### src/rtl/rac_pkg.sv
package rac_pkg;

    // ------------------------------------------------------------------
    // register map (byte offsets on the local access port)
    // ------------------------------------------------------------------
    localparam int          ADDR_W       = 6;
    localparam int          DATA_W       = 32;
    localparam int          FLAG_W       = 8;
    localparam logic [5:0]  OFS_CTRL     = 6'h00;
    localparam logic [5:0]  OFS_STATUS   = 6'h04;
    localparam logic [5:0]  OFS_KEY      = 6'h08;
    localparam logic [5:0]  OFS_DBGCTRL  = 6'h0C;
    localparam logic [5:0]  OFS_FLAGCLR  = 6'h10;
    localparam logic [5:0]  OFS_FLAGSET  = 6'h14;

    // ------------------------------------------------------------------
    // field layout, masks and reset values
    // ------------------------------------------------------------------
    localparam int           CTRL_SWRST_BIT = 0;
    localparam logic [31:0]  CTRL_RW_MASK   = 32'h0000_00F2;
    localparam logic [31:0]  CTRL_RST       = 32'h0000_0010;
    localparam logic [31:0]  STATUS_MASK    = 32'h0000_00FF;
    localparam logic [31:0]  KEY_RST        = 32'h0000_0000;
    localparam logic [31:0]  DBG_RW_MASK    = 32'h0000_0001;
    localparam logic [31:0]  DBG_RST        = 32'h0000_0000;
    localparam logic [7:0]   FLAG_RST       = 8'h00;

    // ------------------------------------------------------------------
    // carriers
    // ------------------------------------------------------------------
    typedef struct packed {
        logic              wrEn;
        logic              rdEn;
        logic [5:0]        addr;
        logic [31:0]       wdata;
    } rac_access_t;

    typedef struct packed {
        logic              setEn;
        logic [7:0]        setMask;
        logic              clrEn;
        logic [7:0]        clrMask;
    } rac_pair_t;

endpackage

### src/rtl/rac_register_bank.sv
`timescale 1ns/1ps
// Summary of operation
// read/write bits return last written value
// read-only bits ignore writes
// write-only bits read back undefined
// reserved bits always read zero
// software writes reserved bits as zero
// reset values restored; soft reset spares debug
// set/clear writes change both views
// set and clear views read identical
// simultaneous set and clear: clear wins
// writing zero to set/clear changes nothing
module rac_register_bank
    import rac_pkg::*;
(
    input  wire logic               clk,          // 125 MHz clock
    input  wire logic               nrst,         // async reset, active low
    input  wire rac_access_t        acc,          // addressed read/write port
    input  wire rac_pair_t          pairWr,       // second writer of the set/clear pair
    input  wire logic [7:0]         hwStatus,     // block state shown in status
    output logic [31:0]             rdData,       // read data, one cycle after read
    output logic                    rdValid,      // read data valid pulse
    output logic [31:0]             ctrlOut,      // control register contents
    output logic [31:0]             keyOut,       // last key word written since the last reset
    output logic                    keyStrobe,    // pulse when key is written
    output logic [31:0]             dbgOut,       // debug control contents
    output logic [7:0]              flagsOut      // shared set/clear bits
);

    // ------------------------------------------------------------------
    // decode
    // ------------------------------------------------------------------
    logic        wrCtrl;
    logic        wrKey;
    logic        wrDbg;
    logic        wrSet;
    logic        wrClr;
    logic        softRst;
    logic [7:0]  setBits;
    logic [7:0]  clrBits;
    logic [31:0] ctrl_reg;
    logic [31:0] key_reg;
    logic [31:0] dbg_reg;
    logic [7:0]  flags_reg;
    logic [7:0]  flags_next;
    logic [31:0] rdData_reg;
    logic        rdValid_reg;
    logic        keyStrobe_reg;
    logic [31:0] readMux;

    assign wrCtrl  = acc.wrEn && (acc.addr == OFS_CTRL);
    assign wrKey   = acc.wrEn && (acc.addr == OFS_KEY);
    assign wrDbg   = acc.wrEn && (acc.addr == OFS_DBGCTRL);
    assign wrSet   = acc.wrEn && (acc.addr == OFS_FLAGSET);
    assign wrClr   = acc.wrEn && (acc.addr == OFS_FLAGCLR);
    // soft reset acts on the cycle after the write, as a single pulse
    assign softRst = ctrl_reg[CTRL_SWRST_BIT];

    // ------------------------------------------------------------------
    // control register, self-clearing soft reset bit
    // ------------------------------------------------------------------
    always_ff @(posedge clk or negedge nrst) begin
        if (!nrst) begin
            ctrl_reg <= CTRL_RST;
        end else if (softRst) begin
            ctrl_reg <= CTRL_RST;
        end else if (wrCtrl) begin
            // writable bits and the soft reset bit stored; reserved stay zero  // see R1
            ctrl_reg <= (acc.wdata & (CTRL_RW_MASK | 32'h0000_0001));
        end
    end

    // ------------------------------------------------------------------
    // write-only key word: readable inside the block, not by software
    // ------------------------------------------------------------------
    always_ff @(posedge clk or negedge nrst) begin
        if (!nrst) begin
            key_reg       <= KEY_RST;
            keyStrobe_reg <= 1'b0;
        end else if (softRst) begin
            key_reg       <= KEY_RST;
            keyStrobe_reg <= 1'b0;
        end else begin
            keyStrobe_reg <= wrKey;
            if (wrKey) begin
                key_reg <= acc.wdata;
            end
        end
    end

    // ------------------------------------------------------------------
    // debug control: power reset only, soft reset leaves it alone
    // ------------------------------------------------------------------
    always_ff @(posedge clk or negedge nrst) begin
        if (!nrst) begin
            dbg_reg <= DBG_RST;
        end else if (wrDbg) begin
            dbg_reg <= acc.wdata & DBG_RW_MASK;                     // see R1
        end
    end

    // ------------------------------------------------------------------
    // set/clear pair: no read-modify-write, clear taken last so it wins
    // ------------------------------------------------------------------
    always_comb begin
        setBits = (wrSet ? acc.wdata[7:0] : 8'h00)
                | (pairWr.setEn ? pairWr.setMask : 8'h00);
        clrBits = (wrClr ? acc.wdata[7:0] : 8'h00)
                | (pairWr.clrEn ? pairWr.clrMask : 8'h00);
        // zero bits leave state alone; clear overrides set  // see R7 see R9
        flags_next = (flags_reg | setBits) & ~clrBits;
    end

    always_ff @(posedge clk or negedge nrst) begin
        if (!nrst) begin
            flags_reg <= FLAG_RST;
        end else if (softRst) begin
            flags_reg <= FLAG_RST;
        end else begin
            flags_reg <= flags_next;
        end
    end

    // ------------------------------------------------------------------
    // read mux; status is read-only, key reads zero, unmapped reads zero
    // ------------------------------------------------------------------
    always_comb begin
        case (acc.addr)
            OFS_CTRL:    readMux = ctrl_reg & CTRL_RW_MASK;        // see R1
            OFS_STATUS:  readMux = {24'h000000, hwStatus} & STATUS_MASK;
            OFS_KEY:     readMux = 32'h0000_0000;
            OFS_DBGCTRL: readMux = dbg_reg;
            OFS_FLAGCLR: readMux = {24'h000000, flags_reg};
            OFS_FLAGSET: readMux = {24'h000000, flags_reg};
            default:     readMux = 32'h0000_0000;
        endcase
    end

    // registered read answer, fixed one-cycle latency
    always_ff @(posedge clk or negedge nrst) begin
        if (!nrst) begin
            rdData_reg  <= 32'h0000_0000;
            rdValid_reg <= 1'b0;
        end else begin
            rdValid_reg <= acc.rdEn;
            if (acc.rdEn) begin
                rdData_reg <= readMux;
            end
        end
    end

    assign rdData    = rdData_reg;
    assign rdValid   = rdValid_reg;
    assign ctrlOut   = ctrl_reg & CTRL_RW_MASK;
    assign keyOut    = key_reg;
    assign keyStrobe = keyStrobe_reg;
    assign dbgOut    = dbg_reg;
    assign flagsOut  = flags_reg;
endmodule // rac_register_bank

### config.mk
export PLATFORM = sky130hd
export DESIGN_NAME = rac_register_bank
export DESIGN_NICKNAME = d
export VERILOG_FILES = /design/src/rtl/rac_pkg.sv /design/src/rtl/rac_register_bank.sv
export SDC_FILE = /design/constraint.sdc
export NUM_CORES = 1
export LEC_CHECK = 0
export ABC_AREA = 1
export BUFFER_PORTS_ARGS = -buffer_cell sky130_fd_sc_hd__buf_4
export CAP_MARGIN = 20
export CELL_PAD_IN_SITES_DETAIL_PLACEMENT = 1
export CELL_PAD_IN_SITES_GLOBAL_PLACEMENT = 1
export CORE_MARGIN = 2
export CORE_UTILIZATION = 30
export CTS_BUF_LIST = sky130_fd_sc_hd__clkbuf_4 sky130_fd_sc_hd__clkbuf_8
export DETAILED_ROUTE_END_ITERATION = 12
export PLACE_DENSITY = 0.87
export SYNTH_ARGS = -nofsm -noshare
export SYNTH_HDL_FRONTEND = slang
export SYNTH_SLANG_ARGS = --single-unit
### constraint.sdc
create_clock -name clk -period 1.2 [get_ports clk]
set_input_delay 0.3 -clock clk [delete_from_list [all_inputs] [get_ports clk]]
set_output_delay 0.3 -clock clk [all_outputs]
set_load 0.05 [all_outputs]
---- Yosys cells after proc, flatten, opt, wreduce, memory -nomap -nowiden ----
Cells that the tools add are included.
storage, ports and cells
  flip-flop bits (word level) ............. 83
  bits of input ports ..................... 68
  output and inout port bits .............. 138
cells by class
  equal/unequal tests ..................... 5
  mux-type cells .......................... 11
  bitwise operators ....................... 5
  reductions and logical operators ........ 9
operators by type and width
  kind                  number
  $mux W32              2
  $mux W8               7
  $pmux W8 S4           1
  $or A8 B8 Y8          3
  $eq A6 B4 Y1 const B  2
  $eq A6 B5 Y1 const B  2
  $and A8 B8 Y8         1
  $not A8 Y8            1
  $eq A6 B3 Y1 const B  1
  $logic_not A6 Y1      1
  $logic_and A1 B1 Y1   5
  $reduce_bool A2 Y1    2
  $reduce_or A2 Y1      1
  $mux W1               1

---- Longest topological paths before layout ----
Gate-level depths: netlist of the first run.
  word-level depth ........................ 7
  mapped depth ............................ 8
  depth with buffers taken out ............ 8

---- Worst setup path before layout of the first run ----
OpenSTA, ideal clock, no wires.
  path type ............................... input port to flip-flop
  start point ............................. input port acc[37] (netlist bit)
  end point ............................... register key_reg[0], in the netlist keyOut[0]
  setup time .............................. 0.119 ns
  arrival ................................. 1.095 ns
  data required time ...................... 1.081 ns
  path slack .............................. -0.014 ns
  cell stages on the path ................. 7
  buffers on the path ..................... 1
  cells stage by stage .................... nor2_1 -> nand2_2 -> nor2_4 -> nor2_2 -> buf_2 -> nand2_1 -> nand2_1
on the way
  cells in the longest elaborated chain, start to end .. 3
ends and longest elaborated chain
  item                                 RTL line                 source
  start, declared                      rac_register_bank.sv:18  input wire rac_access_t acc,
  $eq A6 B4 Y1                         rac_register_bank.sv:52  assign wrKey = acc.wrEn && (acc.addr == OFS_KEY);
  $logic_and A1 B1 Y1                  rac_register_bank.sv:52
  $reduce_bool A2 Y1 (no source line)  --
  end signal, assigned                 rac_register_bank.sv:86  key_reg <= acc.wdata;
  end, declared                        rac_register_bank.sv:42  logic [31:0] key_reg;
No other way between the ends.
A chain may end at the register's enable or synchronous reset.

---- Final worst setup path of the first run ----
  start point ............................. register ctrl_reg[4]
  end point ............................... output port ctrlOut[4]
RTL lines
  item                    RTL line                 source
  start, declared         rac_register_bank.sv:41  logic [31:0] ctrl_reg;
  start signal, assigned  rac_register_bank.sv:69  ctrl_reg <= (acc.wdata & (CTRL_RW_MASK | 32'h0000_0001));
  end, declared           rac_register_bank.sv:23  output logic [31:0] ctrlOut,
No word-level cell between the ends.

==> results of run 1 <==
-- Yosys cell counts --
| library cell | instances | share of area [%] |
|---|---|---|
| nand2_1 | 123 | 14 |
| buf_4 | 91 | 20 |
| dfrtp_1 | 56 | 41 |
| nand3_1 | 48 | 7.1 |
| nand4_1 | 32 | 5.9 |
| inv_1 | 19 | 2.1 |
| a21oi_1 | 17 | 2.5 |
| nor2_1 | 15 | 1.7 |
| buf_2 | 7 | 1.0 |
| clkbuf_1 | 6 | 0.67 |
| buf_1 | 4 | 0.44 |
| nor2_2 | 3 | 0.56 |
| nor2_4 | 2 | 0.67 |
| nor3_1 | 2 | 0.30 |
| conb_1 | 1 | 0.11 |
| dfstp_2 | 1 | 0.78 |
| inv_2 | 1 | 0.11 |
| nand2_2 | 1 | 0.19 |
| nand3_2 | 1 | 0.30 |
| nor4_1 | 1 | 0.19 |
-- power by group through the flow --
stage	logic, mW	clock network [mW]	registers, mW
6_report	2.72	2.22	2.31
3_5_place_dp	2.32	0	2.34
2_1_floorplan	1.18	0	2.94
3_3_place_gp	2.28	0	2.33
5_1_grt	2.86	2.37	2.33
4_1_cts	2.62	2.26	2.31
-- final cells by class --
class                      count  share of cell area, %
timing repair buffer         187                  33.20
sequential                    57                  28.44
tap                          140                  3.490
multi-input combinational    327                  28.44
inverter                      20                  1.496
clock buffer                  11                  2.891
clock inverter                 5                  2.044
-- routing by layer --
metal	wire, µm	global-route usage [%]	part of all wire (%)	vias up
li1	-	-	-	1571
met1	4438	21.53	39	1630
met2	6095	33.70	54	126
met3	645	3.469	5.7	20
met4	166	5.714	1.5	0
met5	0	0	0	-
-- path summary, 6_finish.rpt --
kind / start / endpoint / slack (ns) / cells past startpoint
max: ctrl_reg[4] / ctrlOut[4] / -0.11 / 1
min: acc[38] / rdValid / 0.16 / 1
max reg2reg: flagsOut[5] / rdData[5] / 0.07 / 6
min reg2reg: keyOut[22] / keyOut[22] / 0.50 / 2
max in group asynchronous: nrst / keyOut[5] / 0.36 / 3
min in group asynchronous: nrst / keyOut[12] / 0.38 / 2
-- logic make-up after synthesis --
group / after synthesis / share of synthesized area (%)
AOI/OAI and AO/OA: 17 / 2.518
buffers and inverters: 128 / 24.58
DFF: 57 / 42.24
other: 1 / 0.1110
and+or+nand+nor: 228 / 30.54
-- per-stage QoR --
step / hold slack [ns] / setup TNS, ns
2_1_floorplan: 0.004409 / 0
3_3_place_gp: 0.1830 / -1.699
3_5_place_dp: 0.1890 / -3.457
4_1_cts: 0.1474 / -0.2974
5_1_grt: 0.1458 / -1.006
6_report: 0.1630 / -0.1402
-- repair_timing --
item                       in CTS  in global routing
gates resized for setup        55                  1
setup buffers                  20                 21
setup endpoints to repair      54                 53
hold endpoints to repair       13                  0
hold buffers                    1                  0
==> run metrics, run 1 <==
most frequent cells in the layout 127 x buf_4, 123 x nand2_1, 82 x conb_1, 56 x dfrtp_1, 54 x buf_6; DRC marker count from the first detailed-route iteration ~170; critical path arrival 1.01 ns; Slowest-stage cell, CP dfstp_2; Port Buf Inserts around 120; initial antenna violation count 0; vias between 3,000 and 4,000; Net Sw Frac 38.31%; first-pass GRT wire length around 17,000 µm; die height 110.1 µm; failing checks setup timing; critical path type register to primary output; CP Capture Type primary output; Critical Path Max Stage Delay ~0.54 ns; DRT antenna net count 0; largest net degree at the start of global routing 33; CTS H-tree lvls 3; Layout Nets 670; DIE WIDTH ~110 µm; row cnt 38; worst hold-check path type input port to register; layout cell share with drive strength beyond 1 a little over a third; die footprint between 10,000 and 15,000 µm²; max-slew violation count 0; period utilization 109.3%; Largest register FFs 32; vias in the first global route 3,415; area of placed instances 4244 µm²; Clock Pin Slew Worst Setup and Hold Paths approximately 0.070 ns; Tmin final about 1.3 ns; Layout Skew around 0.0080 ns; syn avg cell area a little under 8 µm²; highest clock rate approximately 760 MHz; vias per inst around 4.5; DRT Pass-1 Iters 4; critical path fanouts, max 2; worst skew pair latency approximately 0.33 ns; worst slack, placed -0.1365 ns; cts bufs inserted 9; RSZ-0062 raised after global routing true; DR DRC count 0; CTS tree yes; Seq/Total Area, Yosys between 40% and 50%; DR WL/cell 15.19 µm; Max Cap Viol 0; startpoint types register; Final HPWL DP ~8400 µm; synthesized flop and latch total 57; Storage cell area 1428 µm²; GR Util All Layers between 15 and 20%; Combinational Power Share a little under two fifths; status finished, violations left; Core ar. around 11,000 µm²; most common cell after layout, fill and taps aside buf_4; Cell Area, Synth 3379 µm²; clock share of power 30.6%; WP buf/inv 1; CP required approximately 0.90 ns; pwr/cell area 1445 nW/µm²; placer congestion estimate slightly below 0.9; Synth-to-Final Area Change 48.54%; Reg power frac 31.9%; fin area between 5000 and 6000 µm²; CTS sink cnt 57; non-filler cells, final 747; area of the multi-input gates around 1400 µm²; delay-heaviest family, CP flip-flops; CP cell instances buf_8; VDD IR max 0.6061 mV; n_diodes 0; CTS Root Cell clkbuf_8; placed insts 689; synth warn 0; Pleak about 2.9 nW; Routed WL ~11,000 µm; fillers about 1,400; Pwr Total approximately 7.3 mW; post-synthesis cell count between 400 and 500; Final Core Density between 40% and 50%; Yosys cell types 20; final worst-path setup slack -0.1111 ns; Pint around 4.5 mW; Switching Power ~2.8 mW; clk buf depth 2; Final Setup Violations 5; io pins approximately 200; Fin. Hold Viols 0; Congestion Overflow GR 0; Starting Density a little under a third
Power figures use the tool's default switching activity.
==> run 2, diff against run 1 <==
--- a/config.mk
+++ b/config.mk
@@ -6,15 +6,15 @@
 export NUM_CORES = 1
 export LEC_CHECK = 0
 export ABC_AREA = 1
-export BUFFER_PORTS_ARGS = -buffer_cell sky130_fd_sc_hd__buf_4
 export CAP_MARGIN = 20
 export CELL_PAD_IN_SITES_DETAIL_PLACEMENT = 1
 export CELL_PAD_IN_SITES_GLOBAL_PLACEMENT = 1
 export CORE_MARGIN = 2
-export CORE_UTILIZATION = 30
+export CORE_UTILIZATION = 45
 export CTS_BUF_LIST = sky130_fd_sc_hd__clkbuf_4 sky130_fd_sc_hd__clkbuf_8
 export DETAILED_ROUTE_END_ITERATION = 12
-export PLACE_DENSITY = 0.87
+export DONT_BUFFER_PORTS = 1
+export PLACE_DENSITY_LB_ADDON = 0.1
 export SYNTH_ARGS = -nofsm -noshare
 export SYNTH_HDL_FRONTEND = slang
 export SYNTH_SLANG_ARGS = --single-unit
==> constraint.sdc (replaced) <==
create_clock -name clk -period 1.2 [get_ports clk]
set_input_delay 0.18 -clock clk [delete_from_list [all_inputs] [get_ports clk]]
set_output_delay 0.18 -clock clk [all_outputs]
set_load 0.05 [all_outputs]
==> run metrics, run 2 (synthesis results as in run 1) <==
n_diodes 0 (unchanged); vias in the first global route 3,006 (-12%); CP cell instances buf_8; startpoint types register; VDD IR max 0.6759 mV (+12%); Worst R2R End rdData[4]; critical path type register to primary output; DRC marker count from the first detailed-route iteration 129 (-25%); io pins 206 (unchanged); CTS tree yes; DR WL/cell 16.38 µm (+7.9%); largest net degree at the start of global routing 58 (+76%); CTS sink cnt 57 (unchanged); RSZ-0062 raised after global routing true; clk buf depth 2 (unchanged); vias per inst 4.920 (+9.8%); Layout Skew 0.006795 ns (-0.001241 ns); status finished, violations left; worst hold-check path type input port to asynchronous set/reset pin; worst flop-to-flop path startpoint ctrl_reg[4]; critical path arrival 1.04 ns (+0.03 ns); CP required 1.02 ns (+0.12 ns); critical path fanouts, max 2 (unchanged); placer congestion estimate 0.8258 (-6.0%); Routed WL 9780 µm (-14%); cts bufs inserted 9 (unchanged); DRT Pass-1 Iters 4 (unchanged); max-slew violation count 0 (unchanged); CTS H-tree lvls 3 (unchanged); CTS Root Cell clkbuf_8; final worst-path setup slack -0.01635 ns (+0.09471 ns); DIE WIDTH 90.66 µm (-18%); failing checks hold timing, setup timing; WP buf/inv 1 (unchanged); cells on worst reg2reg path 5 (-1); setup TNS -0.01635 ns (+0.1239 ns); Final HPWL DP 6673 µm (-20%); Final Setup Violations 1 (-4); Congestion Overflow GR 0 (unchanged); highest clock rate 822.1 MHz (+7.8%); most frequent cells in the layout 123 x nand2_1, 82 x conb_1, 53 x dfrtp_1, 48 x nand3_1, 39 x buf_4; pwr/cell area 1580 nW/µm² (+9.4%); Synth-to-Final Area Change 18.29%; Core ar. 7253 µm² (-34%); Tmin final 1.216 ns (-0.09471 ns); placed insts 545 (-21%); DR DRC count 0 (unchanged); Max Cap Viol 0 (unchanged); delay-heaviest family, CP flip-flops; Slowest-stage cell, CP dfstp_2; Reg2Reg Setup Slack 0.13 ns (+0.06 ns); vias 2,937 (-12%); Post-CTS Hold Buffers 35 (+34); fillers 925 (-32%); Starting Density 46.59% (+16 points); initial antenna violation count 0 (unchanged); Critical Path Max Stage Delay 0.55 ns (about the same); layout cell share with drive strength beyond 1 14.26% (-21 points); Port Buf Inserts 0 (-100%); most common cell after layout, fill and taps aside nand2_1; Pleak 2.222 nW (-22%); period utilization 101.4% (-7.9 points); CP Capture Type primary output; worst skew pair latency 0.33 ns (about the same); non-filler cells, final 597 (-20%); DRT antenna net count 0 (unchanged); row cnt 31 (-18%); Layout Nets 561 (-16%); first-pass GRT wire length 15,820 µm (-8.1%); Min Hold Slack -0.4665 ns (-0.6295 ns); die footprint 8219 µm² (-32%); Clock Pin Slew Worst Setup and Hold Paths 0.07 ns (about the same); Largest register FFs 32 (unchanged); die height 90.66 µm (-18%); Fin. Hold Viols 57 (+57); worst slack, placed 0.01970 ns (+0.1562 ns); GR Util All Layers 24.14% (+5.8 points)
[run 2: changes by cell type in the layout (fill, tap and decap cells not counted), moves of 3 or more]
cell / change
buf_4: -88
buf_6: -54
dlygate4sd3_1: +34
dfrtp_1: -3
dfrtp_2: +3
[run 2: cell type report]
| class | count | area [µm²] | area share (%) |
|---|---|---|---|
| flip-flops and latches | 57 | 1431 | 35.81 |
| multi-input cells | 327 | 1425 | 35.65 |
| repair buffers | 78 | 718.2 | 17.97 |
| clock buffers | 11 | 145.1 | 3.631 |
| well taps | 99 | 123.9 | 3.099 |
| clock inverters | 5 | 78.83 | 1.972 |
| inverters | 20 | 75.07 | 1.878 |
[run 2: worst max-delay path by stage]
stage | startpoint | to | slack (ns) | depth (start not counted)
3_3_place_gp | acc[37] | ctrl_reg[7] | 0.04 | 7
6_report | ctrl_reg[4] | ctrlOut[4] | -0.02 | 1
4_1_cts | ctrl_reg[4] | ctrlOut[4] | -0.02 | 1
2_1_floorplan | ctrl_reg[0] | ctrl_reg[1] | 0.05 | 5
3_5_place_dp | acc[37] | ctrl_reg[7] | 0.02 | 7
5_1_grt | ctrl_reg[4] | ctrlOut[4] | -0.04 | 1
[run 2: where the power goes]
| group | switching (mW) | leakage (nW) | total, mW | internal (mW) |
|---|---|---|---|---|
| logic | 1.25 | 1.36 | 1.63 | 0.372 |
| registers | 0.533 | 0.749 | 2.67 | 2.13 |
| clock network | 0.780 | 0.117 | 2.02 | 1.25 |
| total | 2.57 | 2.22 | 6.32 | 3.75 |
[run 2: routing by layer]
metal	GRT usage [%]	part of all wire (%)
met4	10.00	2.1
met1	30.84	42
met5	0	0
met3	4.925	7.0
met2	39.93	49
[run 2: timing repair]
item	in CTS	in global routing
hold endpoints to repair	105	57
setup buffers	1	0
resized for setup	2	3
gates cloned	0	0
endpoints found under the setup margin	1	4
[run 2: per-stage QoR]
step / total power [mW] / hold slack [ns] / cell area [µm²] / util [%]
CTS: 6.341 / -0.4834 / 3994 / 55.06
finish: 6.318 / -0.4665 / 3998 / 55.11
global placement: 4.143 / -0.1146 / 3405 / 46.94
floorplan: 4.119 / -0.1156 / 3684 / -
detailed placement: 4.172 / -0.1141 / 3405 / 46.94
global route: 6.559 / -0.4846 / 3998 / 55.11
